===== src/design/acl_match_pkg.sv =====
package acl_match_pkg;

   // register byte offsets on the plain register port
   localparam logic [7:0] OFS_CTRL     = 8'h00;
   localparam logic [7:0] OFS_SRC_ADDR = 8'h04;
   localparam logic [7:0] OFS_SRC_MASK = 8'h08;
   localparam logic [7:0] OFS_DST_ADDR = 8'h0c;
   localparam logic [7:0] OFS_DST_MASK = 8'h10;
   localparam logic [7:0] OFS_STATUS   = 8'h14;
   localparam logic [7:0] OFS_HIT_CNT  = 8'h18;

   // control register field positions
   localparam int CTRL_EN_BIT    = 0;
   localparam int CTRL_FT_LSB    = 1;
   localparam int CTRL_PROTO_LSB = 3;
   localparam int CTRL_TTL_LSB   = 6;
   localparam int CTRL_FRAG_LSB  = 8;
   localparam int CTRL_OPT_LSB   = 10;
   localparam int CTRL_SRC_LSB   = 12;
   localparam int CTRL_DST_LSB   = 14;
   localparam int CTRL_PVAL_LSB  = 16;

   // status register field positions
   localparam int STAT_HIT_BIT   = 0;
   localparam int STAT_IPV4_BIT  = 1;
   localparam int STAT_ICMP_BIT  = 2;
   localparam int STAT_UDP_BIT   = 3;
   localparam int STAT_TCP_BIT   = 4;

   // reset values
   localparam logic [31:0] CTRL_RESET = 32'h0000_0000;
   localparam logic [31:0] ADDR_RESET = 32'h0000_0000;
   localparam logic [31:0] MASK_RESET = 32'hffff_ffff;
   localparam logic [31:0] CNT_RESET  = 32'h0000_0000;
   localparam logic [31:0] READ_ZERO  = 32'h0000_0000;

   // header constants
   localparam logic [7:0] IP_PROTO_ICMP  = 8'h01;
   localparam logic [7:0] IP_PROTO_TCP   = 8'h06;
   localparam logic [7:0] IP_PROTO_UDP   = 8'h11;
   localparam logic [3:0] IHL_NO_OPTIONS = 4'h5;
   localparam logic [7:0] TTL_ZERO       = 8'h00;
   localparam logic [12:0] FRAG_OFF_ZERO = 13'h0000;
   localparam logic [31:0] CNT_ONE       = 32'h0000_0001;

   // frame type selection of the entry
   typedef enum logic [1:0] {
      FT_ANY  = 2'b00,
      FT_IPV4 = 2'b01
   } frame_type_t;

   // protocol condition
   typedef enum logic [2:0] {
      PROTO_ANY      = 3'b000,
      PROTO_SPECIFIC = 3'b001,
      PROTO_ICMP     = 3'b010,
      PROTO_UDP      = 3'b011,
      PROTO_TCP      = 3'b100
   } proto_mode_t;

   // three-way condition for ttl, fragment and option
   typedef enum logic [1:0] {
      COND_ANY = 2'b00,
      COND_NO  = 2'b01,
      COND_YES = 2'b10
   } cond3_t;

   // address condition
   typedef enum logic [1:0] {
      ADDR_ANY     = 2'b00,
      ADDR_HOST    = 2'b01,
      ADDR_NETWORK = 2'b10
   } addr_mode_t;

endpackage


===== src/design/acl_addr_cond.sv =====
`timescale 1ns/1ps
// one address condition, used for source and for destination
module acl_addr_cond (
   // configuration
   input  wire acl_match_pkg::addr_mode_t mode_in,
   input  wire logic [31:0]               cfg_addr_in,
   input  wire logic [31:0]               cfg_mask_in,
   // frame
   input  wire logic [31:0]               frame_addr_in,
   // result
   output logic                           ok_out
);

   // combinational decision, registered by the parent
   always_comb begin
      unique case (mode_in)
         acl_match_pkg::ADDR_ANY: begin
            ok_out = 1'b1;
         end
         acl_match_pkg::ADDR_HOST: begin
            ok_out = (frame_addr_in == cfg_addr_in);
         end
         acl_match_pkg::ADDR_NETWORK: begin
            // zero mask bits drop out on both sides
            ok_out = ((frame_addr_in & cfg_mask_in) == (cfg_addr_in & cfg_mask_in));
         end
         default: begin
            // unused code never hits, safer than matching all
            ok_out = 1'b0;
         end
      endcase
   end

endmodule // acl_addr_cond


===== src/design/ipv4_acl_entry_matcher.sv =====
// Decided for this implementation: the plain strobed port and the register offsets.
`timescale 1ns/1ps
// Contract
// - ipv4 conditions apply only for ipv4 frame type
// - protocol any accepts every protocol value
// - specific protocol hits only equal 8-bit value
// - icmp/udp/tcp restrict protocol, enable extra fields
// - ttl zero refuses ttl above zero
// - ttl non-zero lets ttl above zero hit
// - any leaves ttl, fragment, option out
// - fragment no refuses fragmented frames
// - fragment yes lets fragmented frames hit
// - option no refuses frames with options
// - option yes lets frames with options hit
// - source any ignores source address
// - source host needs exact source match
// - source network compares under source mask
// - zero mask bit makes address bit don't-care
// - destination any ignores destination address
// - destination host needs exact destination match
// - destination network compares under destination mask
module ipv4_acl_entry_matcher (
   // clock and reset
   input  wire logic        clk_in,
   input  wire logic        rst_in,
   // register port
   input  wire logic [7:0]  reg_addr_in,
   input  wire logic [31:0] reg_wr_data_in,
   input  wire logic        reg_wr_in,
   input  wire logic        reg_rd_in,
   output logic      [31:0] reg_rd_data_out,
   // parsed header from the ingress parser
   input  wire logic        frame_valid_in,
   input  wire logic        frame_is_ipv4_in,
   input  wire logic [7:0]  frame_proto_in,
   input  wire logic [7:0]  frame_ttl_in,
   input  wire logic        frame_more_frag_in,
   input  wire logic [12:0] frame_frag_off_in,
   input  wire logic [3:0]  frame_ihl_in,
   input  wire logic [31:0] frame_src_addr_in,
   input  wire logic [31:0] frame_dst_addr_in,
   // match result
   output logic             match_valid_out,
   output logic             match_hit_out,
   // extra condition field enables
   output logic             icmp_fields_en_out,
   output logic             udp_fields_en_out,
   output logic             tcp_fields_en_out
);

   // three-way check shared by ttl, fragment and option
   // code 2'b11 is unused and refuses, never matches all
   function automatic logic cond3_ok(input acl_match_pkg::cond3_t mode, input logic present);
      logic ok;
      ok = 1'b0;
      unique case (mode)
         acl_match_pkg::COND_ANY: ok = 1'b1;
         acl_match_pkg::COND_NO:  ok = !present;
         acl_match_pkg::COND_YES: ok = present;
         default:                 ok = 1'b0;
      endcase
      return ok;
   endfunction

   // configuration state
   // written only by software, never by the frame path
   logic [31:0] ctrl_q;      // mode fields and protocol value
   logic [31:0] ctrl_d;
   logic [31:0] src_addr_q;  // source address condition value
   logic [31:0] src_addr_d;
   logic [31:0] src_mask_q;  // source mask
   logic [31:0] src_mask_d;
   logic [31:0] dst_addr_q;  // destination address condition value
   logic [31:0] dst_addr_d;
   logic [31:0] dst_mask_q;  // destination mask
   logic [31:0] dst_mask_d;

   // result state
   // hit and valid move together so the counter sees both
   logic        hit_q;       // last decision
   logic        hit_d;
   logic        valid_q;     // one-cycle decision strobe
   logic        valid_d;
   logic [31:0] hit_cnt_q;   // hits since last clear
   logic [31:0] hit_cnt_d;
   logic [2:0]  l4_en_q;     // icmp, udp, tcp field enables
   logic [2:0]  l4_en_d;
   logic [31:0] rd_data_q;   // read data, one cycle after strobe
   logic [31:0] rd_data_d;

   // decoded fields of the control register
   // plain slices of ctrl_q, no decode delay
   logic                        entry_en;
   acl_match_pkg::frame_type_t  frame_type;
   acl_match_pkg::proto_mode_t  proto_mode;
   acl_match_pkg::cond3_t       ttl_mode;
   acl_match_pkg::cond3_t       frag_mode;
   acl_match_pkg::cond3_t       opt_mode;
   acl_match_pkg::addr_mode_t   src_mode;
   acl_match_pkg::addr_mode_t   dst_mode;
   logic [7:0]                  proto_value;

   // per-condition results
   // each one a pure function of the header now offered
   logic        proto_ok;    // protocol condition
   logic        ttl_ok;      // ttl condition
   logic        frag_ok;     // fragment condition
   logic        opt_ok;      // option condition
   logic        src_ok;      // source address condition
   logic        dst_ok;      // destination address condition
   logic        ipv4_ok;     // all ipv4 header conditions

   // field extraction
   // casts keep the enum types; unused codes reach the defaults
   assign entry_en    = ctrl_q[acl_match_pkg::CTRL_EN_BIT];
   assign frame_type  = acl_match_pkg::frame_type_t'(ctrl_q[acl_match_pkg::CTRL_FT_LSB +: 2]);
   assign proto_mode  = acl_match_pkg::proto_mode_t'(ctrl_q[acl_match_pkg::CTRL_PROTO_LSB +: 3]);
   assign ttl_mode    = acl_match_pkg::cond3_t'(ctrl_q[acl_match_pkg::CTRL_TTL_LSB +: 2]);
   assign frag_mode   = acl_match_pkg::cond3_t'(ctrl_q[acl_match_pkg::CTRL_FRAG_LSB +: 2]);
   assign opt_mode    = acl_match_pkg::cond3_t'(ctrl_q[acl_match_pkg::CTRL_OPT_LSB +: 2]);
   assign src_mode    = acl_match_pkg::addr_mode_t'(ctrl_q[acl_match_pkg::CTRL_SRC_LSB +: 2]);
   assign dst_mode    = acl_match_pkg::addr_mode_t'(ctrl_q[acl_match_pkg::CTRL_DST_LSB +: 2]);
   assign proto_value = ctrl_q[acl_match_pkg::CTRL_PVAL_LSB +: 8];

   // source address condition
   // one module for both sides keeps the two compares alike
   acl_addr_cond u_src_cond (
      .mode_in       (src_mode),
      .cfg_addr_in   (src_addr_q),
      .cfg_mask_in   (src_mask_q),
      .frame_addr_in (frame_src_addr_in),
      .ok_out        (src_ok)
   );

   // destination address condition
   acl_addr_cond u_dst_cond (
      .mode_in       (dst_mode),
      .cfg_addr_in   (dst_addr_q),
      .cfg_mask_in   (dst_mask_q),
      .frame_addr_in (frame_dst_addr_in),
      .ok_out        (dst_ok)
   );

   // protocol condition
   // specific value and fixed numbers each take their own 8-bit compare
   always_comb begin
      unique case (proto_mode)
         acl_match_pkg::PROTO_ANY: begin
            proto_ok = 1'b1;
         end
         acl_match_pkg::PROTO_SPECIFIC: begin
            proto_ok = (frame_proto_in == proto_value);
         end
         acl_match_pkg::PROTO_ICMP: begin
            proto_ok = (frame_proto_in == acl_match_pkg::IP_PROTO_ICMP);
         end
         acl_match_pkg::PROTO_UDP: begin
            proto_ok = (frame_proto_in == acl_match_pkg::IP_PROTO_UDP);
         end
         acl_match_pkg::PROTO_TCP: begin
            proto_ok = (frame_proto_in == acl_match_pkg::IP_PROTO_TCP);
         end
         default: begin
            // unused codes 5..7 never hit
            proto_ok = 1'b0;
         end
      endcase
   end

   // ttl, fragment and option conditions
   // present flags are worked out once, modes only pick
   always_comb begin
      ttl_ok  = cond3_ok(ttl_mode, frame_ttl_in != acl_match_pkg::TTL_ZERO);
      frag_ok = cond3_ok(frag_mode, frame_more_frag_in ||
                         (frame_frag_off_in != acl_match_pkg::FRAG_OFF_ZERO));
      // header longer than five words carries options
      opt_ok  = cond3_ok(opt_mode, frame_ihl_in > acl_match_pkg::IHL_NO_OPTIONS);
      ipv4_ok = proto_ok && ttl_ok && frag_ok && opt_ok && src_ok && dst_ok;
   end

   // configuration writes
   // a write lands at its strobe edge, seen by the next frame
   always_comb begin
      ctrl_d     = ctrl_q;
      src_addr_d = src_addr_q;
      src_mask_d = src_mask_q;
      dst_addr_d = dst_addr_q;
      dst_mask_d = dst_mask_q;
      if (reg_wr_in) begin
         unique case (reg_addr_in)
            acl_match_pkg::OFS_CTRL:     ctrl_d     = reg_wr_data_in;
            acl_match_pkg::OFS_SRC_ADDR: src_addr_d = reg_wr_data_in;
            acl_match_pkg::OFS_SRC_MASK: src_mask_d = reg_wr_data_in;
            acl_match_pkg::OFS_DST_ADDR: dst_addr_d = reg_wr_data_in;
            acl_match_pkg::OFS_DST_MASK: dst_mask_d = reg_wr_data_in;
            // read-only and unmapped writes are dropped
            default: begin
            end
         endcase
      end
   end

   // match decision, one cycle after the header
   // a disabled entry still answers, with hit low
   always_comb begin
      valid_d = frame_valid_in;
      hit_d   = 1'b0;
      if (frame_valid_in && entry_en) begin
         if (frame_type == acl_match_pkg::FT_IPV4) begin
            // non-ipv4 frames cannot hit an ipv4 entry
            hit_d = frame_is_ipv4_in && ipv4_ok;
         end else if (frame_type == acl_match_pkg::FT_ANY) begin
            // header conditions take no part here
            // the enable alone decides
            hit_d = 1'b1;
         end else begin
            // unused frame type codes never hit
            hit_d = 1'b0;
         end
      end
      // extra fields follow the protocol choice of an ipv4 entry
      // levels, not pulses: they follow ctrl_q, not frame_valid_in
      l4_en_d = 3'b000;
      if (frame_type == acl_match_pkg::FT_IPV4) begin
         l4_en_d[0] = (proto_mode == acl_match_pkg::PROTO_ICMP);
         l4_en_d[1] = (proto_mode == acl_match_pkg::PROTO_UDP);
         l4_en_d[2] = (proto_mode == acl_match_pkg::PROTO_TCP);
      end
   end

   // hit counter: a hit in the clearing cycle is kept
   // wraps at the top; software must clear it in time
   always_comb begin
      hit_cnt_d = hit_cnt_q;
      if (reg_wr_in && (reg_addr_in == acl_match_pkg::OFS_HIT_CNT)) begin
         hit_cnt_d = acl_match_pkg::CNT_RESET;
      end
      if (hit_q && valid_q) begin
         // counts the registered hit, so a clear never loses it
         hit_cnt_d = hit_cnt_d + acl_match_pkg::CNT_ONE;
      end
   end

   // read data mux, unmapped reads return zero
   // zero outside the read slot keeps a shared bus quiet
   always_comb begin
      rd_data_d = acl_match_pkg::READ_ZERO;
      if (reg_rd_in) begin
         unique case (reg_addr_in)
            acl_match_pkg::OFS_CTRL:     rd_data_d = ctrl_q;
            acl_match_pkg::OFS_SRC_ADDR: rd_data_d = src_addr_q;
            acl_match_pkg::OFS_SRC_MASK: rd_data_d = src_mask_q;
            acl_match_pkg::OFS_DST_ADDR: rd_data_d = dst_addr_q;
            acl_match_pkg::OFS_DST_MASK: rd_data_d = dst_mask_q;
            acl_match_pkg::OFS_STATUS: begin
               // live view; nothing clears on read
               rd_data_d[acl_match_pkg::STAT_HIT_BIT]  = hit_q;
               rd_data_d[acl_match_pkg::STAT_IPV4_BIT] = (frame_type == acl_match_pkg::FT_IPV4);
               rd_data_d[acl_match_pkg::STAT_ICMP_BIT] = l4_en_q[0];
               rd_data_d[acl_match_pkg::STAT_UDP_BIT]  = l4_en_q[1];
               rd_data_d[acl_match_pkg::STAT_TCP_BIT]  = l4_en_q[2];
            end
            acl_match_pkg::OFS_HIT_CNT:  rd_data_d = hit_cnt_q;
            default: begin
               rd_data_d = acl_match_pkg::READ_ZERO;
            end
         endcase
      end
   end

   // all state registers
   // reset branch loads constants only
   always_ff @(posedge clk_in or posedge rst_in) begin
      if (rst_in) begin
         ctrl_q     <= acl_match_pkg::CTRL_RESET;
         src_addr_q <= acl_match_pkg::ADDR_RESET;
         src_mask_q <= acl_match_pkg::MASK_RESET;
         dst_addr_q <= acl_match_pkg::ADDR_RESET;
         dst_mask_q <= acl_match_pkg::MASK_RESET;
         hit_q      <= 1'b0;
         valid_q    <= 1'b0;
         hit_cnt_q  <= acl_match_pkg::CNT_RESET;
         l4_en_q    <= 3'b000;
         rd_data_q  <= acl_match_pkg::READ_ZERO;
      end else begin
         ctrl_q     <= ctrl_d;
         src_addr_q <= src_addr_d;
         src_mask_q <= src_mask_d;
         dst_addr_q <= dst_addr_d;
         dst_mask_q <= dst_mask_d;
         hit_q      <= hit_d;
         valid_q    <= valid_d;
         hit_cnt_q  <= hit_cnt_d;
         l4_en_q    <= l4_en_d;
         rd_data_q  <= rd_data_d;
      end
   end

   // outputs straight from flops
   // no gates after the flops, so the outputs never glitch
   assign reg_rd_data_out    = rd_data_q;
   assign match_valid_out    = valid_q;
   assign match_hit_out      = hit_q;
   assign icmp_fields_en_out = l4_en_q[0];
   assign udp_fields_en_out  = l4_en_q[1];
   assign tcp_fields_en_out  = l4_en_q[2];

endmodule // ipv4_acl_entry_matcher


===== config.mk =====
export PLATFORM = sky130hd
export DESIGN_NAME = ipv4_acl_entry_matcher
export DESIGN_NICKNAME = d
export VERILOG_FILES = /design/src/design/acl_match_pkg.sv /design/src/design/acl_addr_cond.sv /design/src/design/ipv4_acl_entry_matcher.sv
export SDC_FILE = /design/constraint.sdc
export NUM_CORES = 1
export LEC_CHECK = 0
export BUFFER_PORTS_ARGS = -buffer_cell sky130_fd_sc_hd__buf_4
export CORE_ASPECT_RATIO = 0.8
export CORE_MARGIN = 2
export CORE_UTILIZATION = 53
export CTS_CLUSTER_SIZE = 10
export DETAILED_ROUTE_END_ITERATION = 16
export HOLD_SLACK_MARGIN = 0.08
export PLACE_DENSITY = 0.82
export SLEW_MARGIN = 20
export SYNTH_ARGS = -nofsm -noshare
export SYNTH_HDL_FRONTEND = slang
export SYNTH_HIERARCHICAL = 1
export SYNTH_SLANG_ARGS = --single-unit

===== constraint.sdc =====
create_clock -name clk_in -period 20.7 [get_ports clk_in]
set_input_delay 4.14 -clock clk_in [delete_from_list [all_inputs] [get_ports clk_in]]
set_output_delay 4.14 -clock clk_in [all_outputs]
set_load 0.05 [all_outputs]

# Yosys cells after proc, flatten, opt, wreduce, memory -nomap -nowiden
# Index checks and enable logic that the tools add are counted.
dict set report totals {
  register_bits 229
  latchBits 0
  mem_bits_rw 0
  romBits 0
  inputBits 144
  wordCells 88
  memories 0
}
dict set report classes {
  addsub 1
  mul 0
  n_div 0
  magnitude_cmp 1
  eq_ne 29
  shifts 0
  n_mux 15
  bitwise_logic 4
  reduce_logical 28
}
# op n
set op_table {}
lappend op_table {{$pmux 27 s6} 1}
lappend op_table {{$and 32x32->32} 4}
lappend op_table {{$eq 32x32->1} 4}
lappend op_table {{$mux 32} 3}
lappend op_table {{$pmux 5 s7} 1}
lappend op_table {{$add 32x1->32 const B} 1}
lappend op_table {{$eq 8x5->1 const B} 4}
lappend op_table {{$eq 8x3->1 const B} 2}
lappend op_table {{$eq 8x4->1 const B} 2}
lappend op_table {{$pmux 1 s3} 5}
lappend op_table {{$reduce_bool 13->1} 1}
lappend op_table {{$eq 2x1->1 const B} 6}
lappend op_table {{$logic_not 2->1} 6}
lappend op_table {{$eq 2x2->1 const B} 5}
lappend op_table {{$reduce_and 2->1} 5}
lappend op_table {{$logic_and 1x1->1} 9}
lappend op_table {{$eq 8x1->1 const B} 1}
lappend op_table {{$eq 8x8->1} 1}
lappend op_table {{$logic_not 8->1} 1}
lappend op_table {{$reduce_bool 8->1} 1}
lappend op_table {{$eq 3x2->1 const B} 2}
lappend op_table {{$pmux 1 s5} 1}
lappend op_table {{$gt 4x3->1 const B} 1}
lappend op_table {{$eq 3x1->1 const B} 1}
lappend op_table {{6 further kinds} 10}

# Logic depth before layout (Yosys ltp)
dict set report depth {
  ltp_word 11
  mapped_depth 11
  mapped_depth_nobuf 11
}

# Cells and area by module
# Netlist, hierarchy kept.
# module instances cells_each area_per_inst_um2 seq_area_each_um2
set modules_own_cells {}
lappend modules_own_cells {ipv4_acl_entry_matcher 1 813 10592.7 5810.6}
lappend modules_own_cells {acl_addr_cond 2 66 513.0 0.0}

# Worst setup path before layout
# Ideal clock, no wire load.
dict set report synth_timing {
  path_kind {input -> register}
  from {input reg_addr_in[1]}
  to {register hit_cnt_q[26]}
  setup_time_ns 0.132
  arrival_time_ns 6.279
  setup_slack_ns 14.289
  path_stages 10
  n_path_buf 0
  cell_sequence {or4_4 nor3_2 nand3_1 and2_1 ha_1 and4_1 and3_1 and3_1 xnor2_1 nor2_1}
}
dict set report synth_between {
  elab_chain_len 5
}
# item line_no
set synth_lines {}
lappend synth_lines {{start: declaration} ipv4_acl_entry_matcher.sv:27} ;# input wire logic [7:0] reg_addr_in,
lappend synth_lines {{$eq 8x5->1 *} ipv4_acl_entry_matcher.sv:235} ;# if (reg_wr_in && (reg_addr_in == acl_match_pkg::OFS_HIT_CNT)) begin
lappend synth_lines {{$logic_and 1x1->1 *} ipv4_acl_entry_matcher.sv:235}
lappend synth_lines {{$mux 32 *} ipv4_acl_entry_matcher.sv:235}
lappend synth_lines {{$add 32x1->32} ipv4_acl_entry_matcher.sv:240} ;# hit_cnt_d = hit_cnt_d + acl_match_pkg::CNT_ONE;
lappend synth_lines {{$mux 32 *} ipv4_acl_entry_matcher.sv:238} ;# if (hit_q && valid_q) begin
lappend synth_lines {{named net hit_cnt_d[26]} ipv4_acl_entry_matcher.sv:85} ;# logic [31:0] hit_cnt_d;
lappend synth_lines {{end signal: assignment} ipv4_acl_entry_matcher.sv:282} ;# hit_cnt_q <= acl_match_pkg::CNT_RESET;
lappend synth_lines {{end signal: assignment} ipv4_acl_entry_matcher.sv:293} ;# hit_cnt_q <= hit_cnt_d;
lappend synth_lines {{end: declaration} ipv4_acl_entry_matcher.sv:84} ;# logic [31:0] hit_cnt_q;
# The timed path passes the listed nets; every way through them passes the cells marked *.
# A chain may end at the register's enable or synchronous reset.

# Worst setup path in the final report
dict set report layout_timing {
  from {input reg_addr_in[3]}
  to {register dst_addr_q[30]}
}
dict set report layout_between {
  elab_chain_len 2
}
# item line_no
set layout_lines {}
lappend layout_lines {{$eq 8x4->1} ipv4_acl_entry_matcher.sv:190} ;# unique case (reg_addr_in)
lappend layout_lines {{$reduce_and 2->1 (no line)} n/a}
lappend layout_lines {{end signal: assignment} ipv4_acl_entry_matcher.sv:278} ;# dst_addr_q <= acl_match_pkg::ADDR_RESET;
lappend layout_lines {{end signal: assignment} ipv4_acl_entry_matcher.sv:289} ;# dst_addr_q <= dst_addr_d;
lappend layout_lines {{end: declaration} ipv4_acl_entry_matcher.sv:73} ;# logic [31:0] dst_addr_q;
# No other way between the ends.

==> flow_summary.json <==
{
  "status": "finished, final reports clean",
  "synth_top_family_by_area": "multiplexers",
  "root_buffer": "clkbuf_16",
  "synthMuxAreaShare": 0.1989,
  "synthDistinctLibCells": 47,
  "met1_length_mm": 14.97,
  "max_freq_ghz": 0.1474,
  "tightest_slew_ps": 1120,
  "worstRegToRegCells": 8,
  "clock_sinks": 229,
  "area_delta_synth_final_pct": 19.95,
  "first_global_vias": 8952,
  "drt-initial-drc-count": 1167,
  "finalSetupViolations": 0,
  "cts.reportedPaths.clkPinSlew_ps": 60,
  "io_pins": 181,
  "critPathMaxFanout": 35,
  "antenna_cells": 0,
  "ys_seq_area_frac": 0.5001,
  "wire_per_inst_um": 25.49,
  "synth_adder_area_share": 0.001077,
  "top_layer_used": "met4",
  "wl_met3_mm": 3.726,
  "place_inst": 1360,
  "slew_headroom": 0.2536,
  "grt.overflow.total": 0,
  "synth_edf_count": 0,
  "grt_max_degree": 147,
  "dp.final_hpwl_mm": 25.49,
  "drcViolationCount": 0,
  "via_per_inst": 6.431,
  "postSynthCellCount": 945,
  "required_ps": 21100,
  "place_area_sq_mm": 0.01316,
  "die_h_um": 136.4,
  "reg2reg_from": "dst_addr_q[7]",
  "cp_slowest_stage_delay_ps": 660,
  "syn_nets": 1090,
  "cellPowerDensity_mw_per_mm2": 73.69,
  "cts_buffers": 26,
  "dieArea_sq_mm": 0.02313,
  "rows": 48,
  "antenna_found_initial": 0,
  "critPathBufInv": 3,
  "dr_total_vias": 9042,
  "cap_violations": 0,
  "rsz0062_at_grt": "no",
  "fin_crit_ps": 6785,
  "cts_max_level": 1,
  "ys_warn_count": 6,
  "ctsHoldBuffers": 0,
  "dr.pass1.iters": 5,
  "synth-async-reset-ratio": 1.000,
  "hold_depth": 1,
  "postCtsSetupBuffers": 0,
  "r2r-end": "match_hit_out",
  "synth_compound_area_frac": 0.1181,
  "crit_chain": "buf_4 > nor2b_1 > and3_1 > buf_4 > nand2_1 > buf_4 > mux2_1",
  "finalSetupTns_ps": 0,
  "clk_latency_ps": 520,
  "final_antenna_net_count": 0,
  "cts_tree": "yes",
  "stdcell_area_sq_mm": 0.01394,
  "grt_pass1_wl_mm": 53.39,
  "arrival_ps": 7190,
  "crit_family": "simple AND/OR/NAND/NOR gates",
  "cp_slowest_cell": "nand2_1",
  "ys_seq_elements": 229,
  "die_w_um": 169.5,
  "avgSynthCellArea_sq_um": 12.29,
  "post-route-period-util": 0.3278,
  "skew_ps": 6.369,
  "timing.critical_path.from_type": "primary input",
  "initial_core_util": 0.5389,
  "synth_xor_area_frac": 0.07387,
  "leakage_uw": 0.006467,
  "drv_slew": 0,
  "drive_above_1_share": 0.4156,
  "synth-simple-area-share": 0.08507,
  "cts.path.max_buffers": 3,
  "wl_met2_mm": 15.72,
  "ir_drop_mv": 0.05974,
  "synth_flop_cell": "dfrtp_1",
  "rrSetupSlack_ps": 17900,
  "ctsResizeCount": 0,
  "timing.critical_path.mode_cell": "buf_4",
  "syn_area_sq_mm": 0.01162,
  "wl_mm": 35.84,
  "fin_cells": 1406,
  "critPathKind": "primary input to flop",
  "hold_end": "ctrl_q[30]",
  "core_sq_mm": 0.02156,
  "finalNetCount": 1259,
  "hold_viol_final": 0,
  "min-delay-start": "ctrl_q[30]",
  "port_buffers": 179,
  "grt.total_usage": 0.3097,
  "place.gp.congestion": 0.9749,
  "hp-class": "flop to flop",
  "endpoint_kind": "flop"
}
[kinds of logic after synthesis]
kind of cell | Yosys count
XOR/XNOR | 98
flip-flops | 229
AND/OR/NAND/NOR | 179
adder cells (fa/ha/maj) | 1
multiplexers | 196
AO/OA/AOI/OAI | 185
buffers and inverters | 57
[report_power, final]
part	internal [uW]	switching [uW]
Clock	240	177
Combinational	54.5	61.4
Sequential	472	22.3
Total	767	260
[final cells by class]
class	count	area, sq um
clock buffers	45	743.2
repair buffers	190	1450
inverters	8	37.54
flip-flops and latches	229	5811
fillers	1624	7624
well taps	275	344.1
multi-input cells	659	5552
[sequential cells by signal (all words and copies together), names as in the netlist]
name / cells
ctrl_q: 32
dst_addr_q: 32
dst_mask_q: 32
hit_cnt_q: 32
l4_en_q: 3
match_hit_out: 1
match_valid_out: 1
reg_rd_data_out: 32
src_addr_q: 32
src_mask_q: 32
[per-layer routing]
layer,vias up,global-route usage
met1,4543,0.4519
met3,94,0.05007
met2,557,0.4701
li1,3848,-
met5,-,0
met4,0,0.1116
[worst max-delay path by stage]
stage	slack [ps]	to	cells after the start	from
2_1_floorplan	10390	ctrl_q[0]	1	rst_in
3_3_place_gp	13490	dst_addr_q[30]	7	reg_addr_in[3]
3_5_place_dp	13480	dst_addr_q[30]	7	reg_addr_in[3]
4_1_cts	14020	dst_addr_q[30]	7	reg_addr_in[3]
5_1_grt	13830	hit_cnt_q[18]	13	reg_addr_in[1]
6_report	13920	dst_addr_q[30]	7	reg_addr_in[3]
[through the flow]
step	util	total power (uW)	hold slack, ps	worst slack [ps]
final	0.6464	1027	509.0	13920
after detailed placement	0.6105	612.4	494.9	13480
after global placement	0.6105	609.3	487.6	13490
after global routing	0.6464	1057	511.6	13830
after floorplan	-	554.2	479.7	10390
after CTS	0.6450	1026	508.4	14020
[Yosys cell counts (9+ instances only)]
cell type / number / area [sq um]
a21boi_0: 27 / 202.7
and3_1: 14 / 87.58
xnor2_1: 20 / 175.2
nand4_1: 18 / 112.6
nand3_1: 18 / 90.09
nor2_1: 40 / 150.1
mux2_1: 9 / 101.4
dfrtp_1: 165 / 4129
buf_2: 17 / 85.08
clkbuf_1: 21 / 78.83
a22oi_1: 84 / 630.6
mux2_4: 30 / 450.4
dfstp_2: 64 / 1682
mux2_2: 150 / 1689
a21oi_1: 16 / 80.08
nor4_1: 22 / 137.6
a22o_1: 29 / 254.0
nand2_1: 24 / 90.09
o21ai_0: 11 / 55.05
xor2_1: 78 / 683.2
[placed cells by master (no fill, tap or decap), types with 2 or more instances in the layout]
master     netlist  final
nand2_2          2      2
or3_1            8      8
clkbuf_1        21     18
nand3_1         18     18
nor3_1           4      4
nand4b_1         2      2
dfrtp_1        165    165
mux2_2         150    150
nand4_1         18     18
a22o_1          29     29
and2_1           7      7
mux2i_1          7      7
mux2_1           9      9
a222oi_1         2      2
nor2_1          40     39
o2bb2ai_1        2      2
clkbuf_16        0     27
o22ai_1          2      2
inv_1            8      7
xnor2_1         20     20
a21boi_0        27     27
nor3_4           2      3
and3_1          14     14
nor4_1          22     22
a22oi_1         84     84
nor2b_1          4      4
xor2_1          78     78
o21ai_0         11     11
nand2_1         24     24
a31oi_1          2      2
a21oi_1         16     16
buf_4            2    188
nand2b_1         3      3
and4_1           6      6
mux2_4          30     30
dfstp_2         64     64
a221oi_1         8      8
No activity file was read; power rests on OpenSTA's default activity.
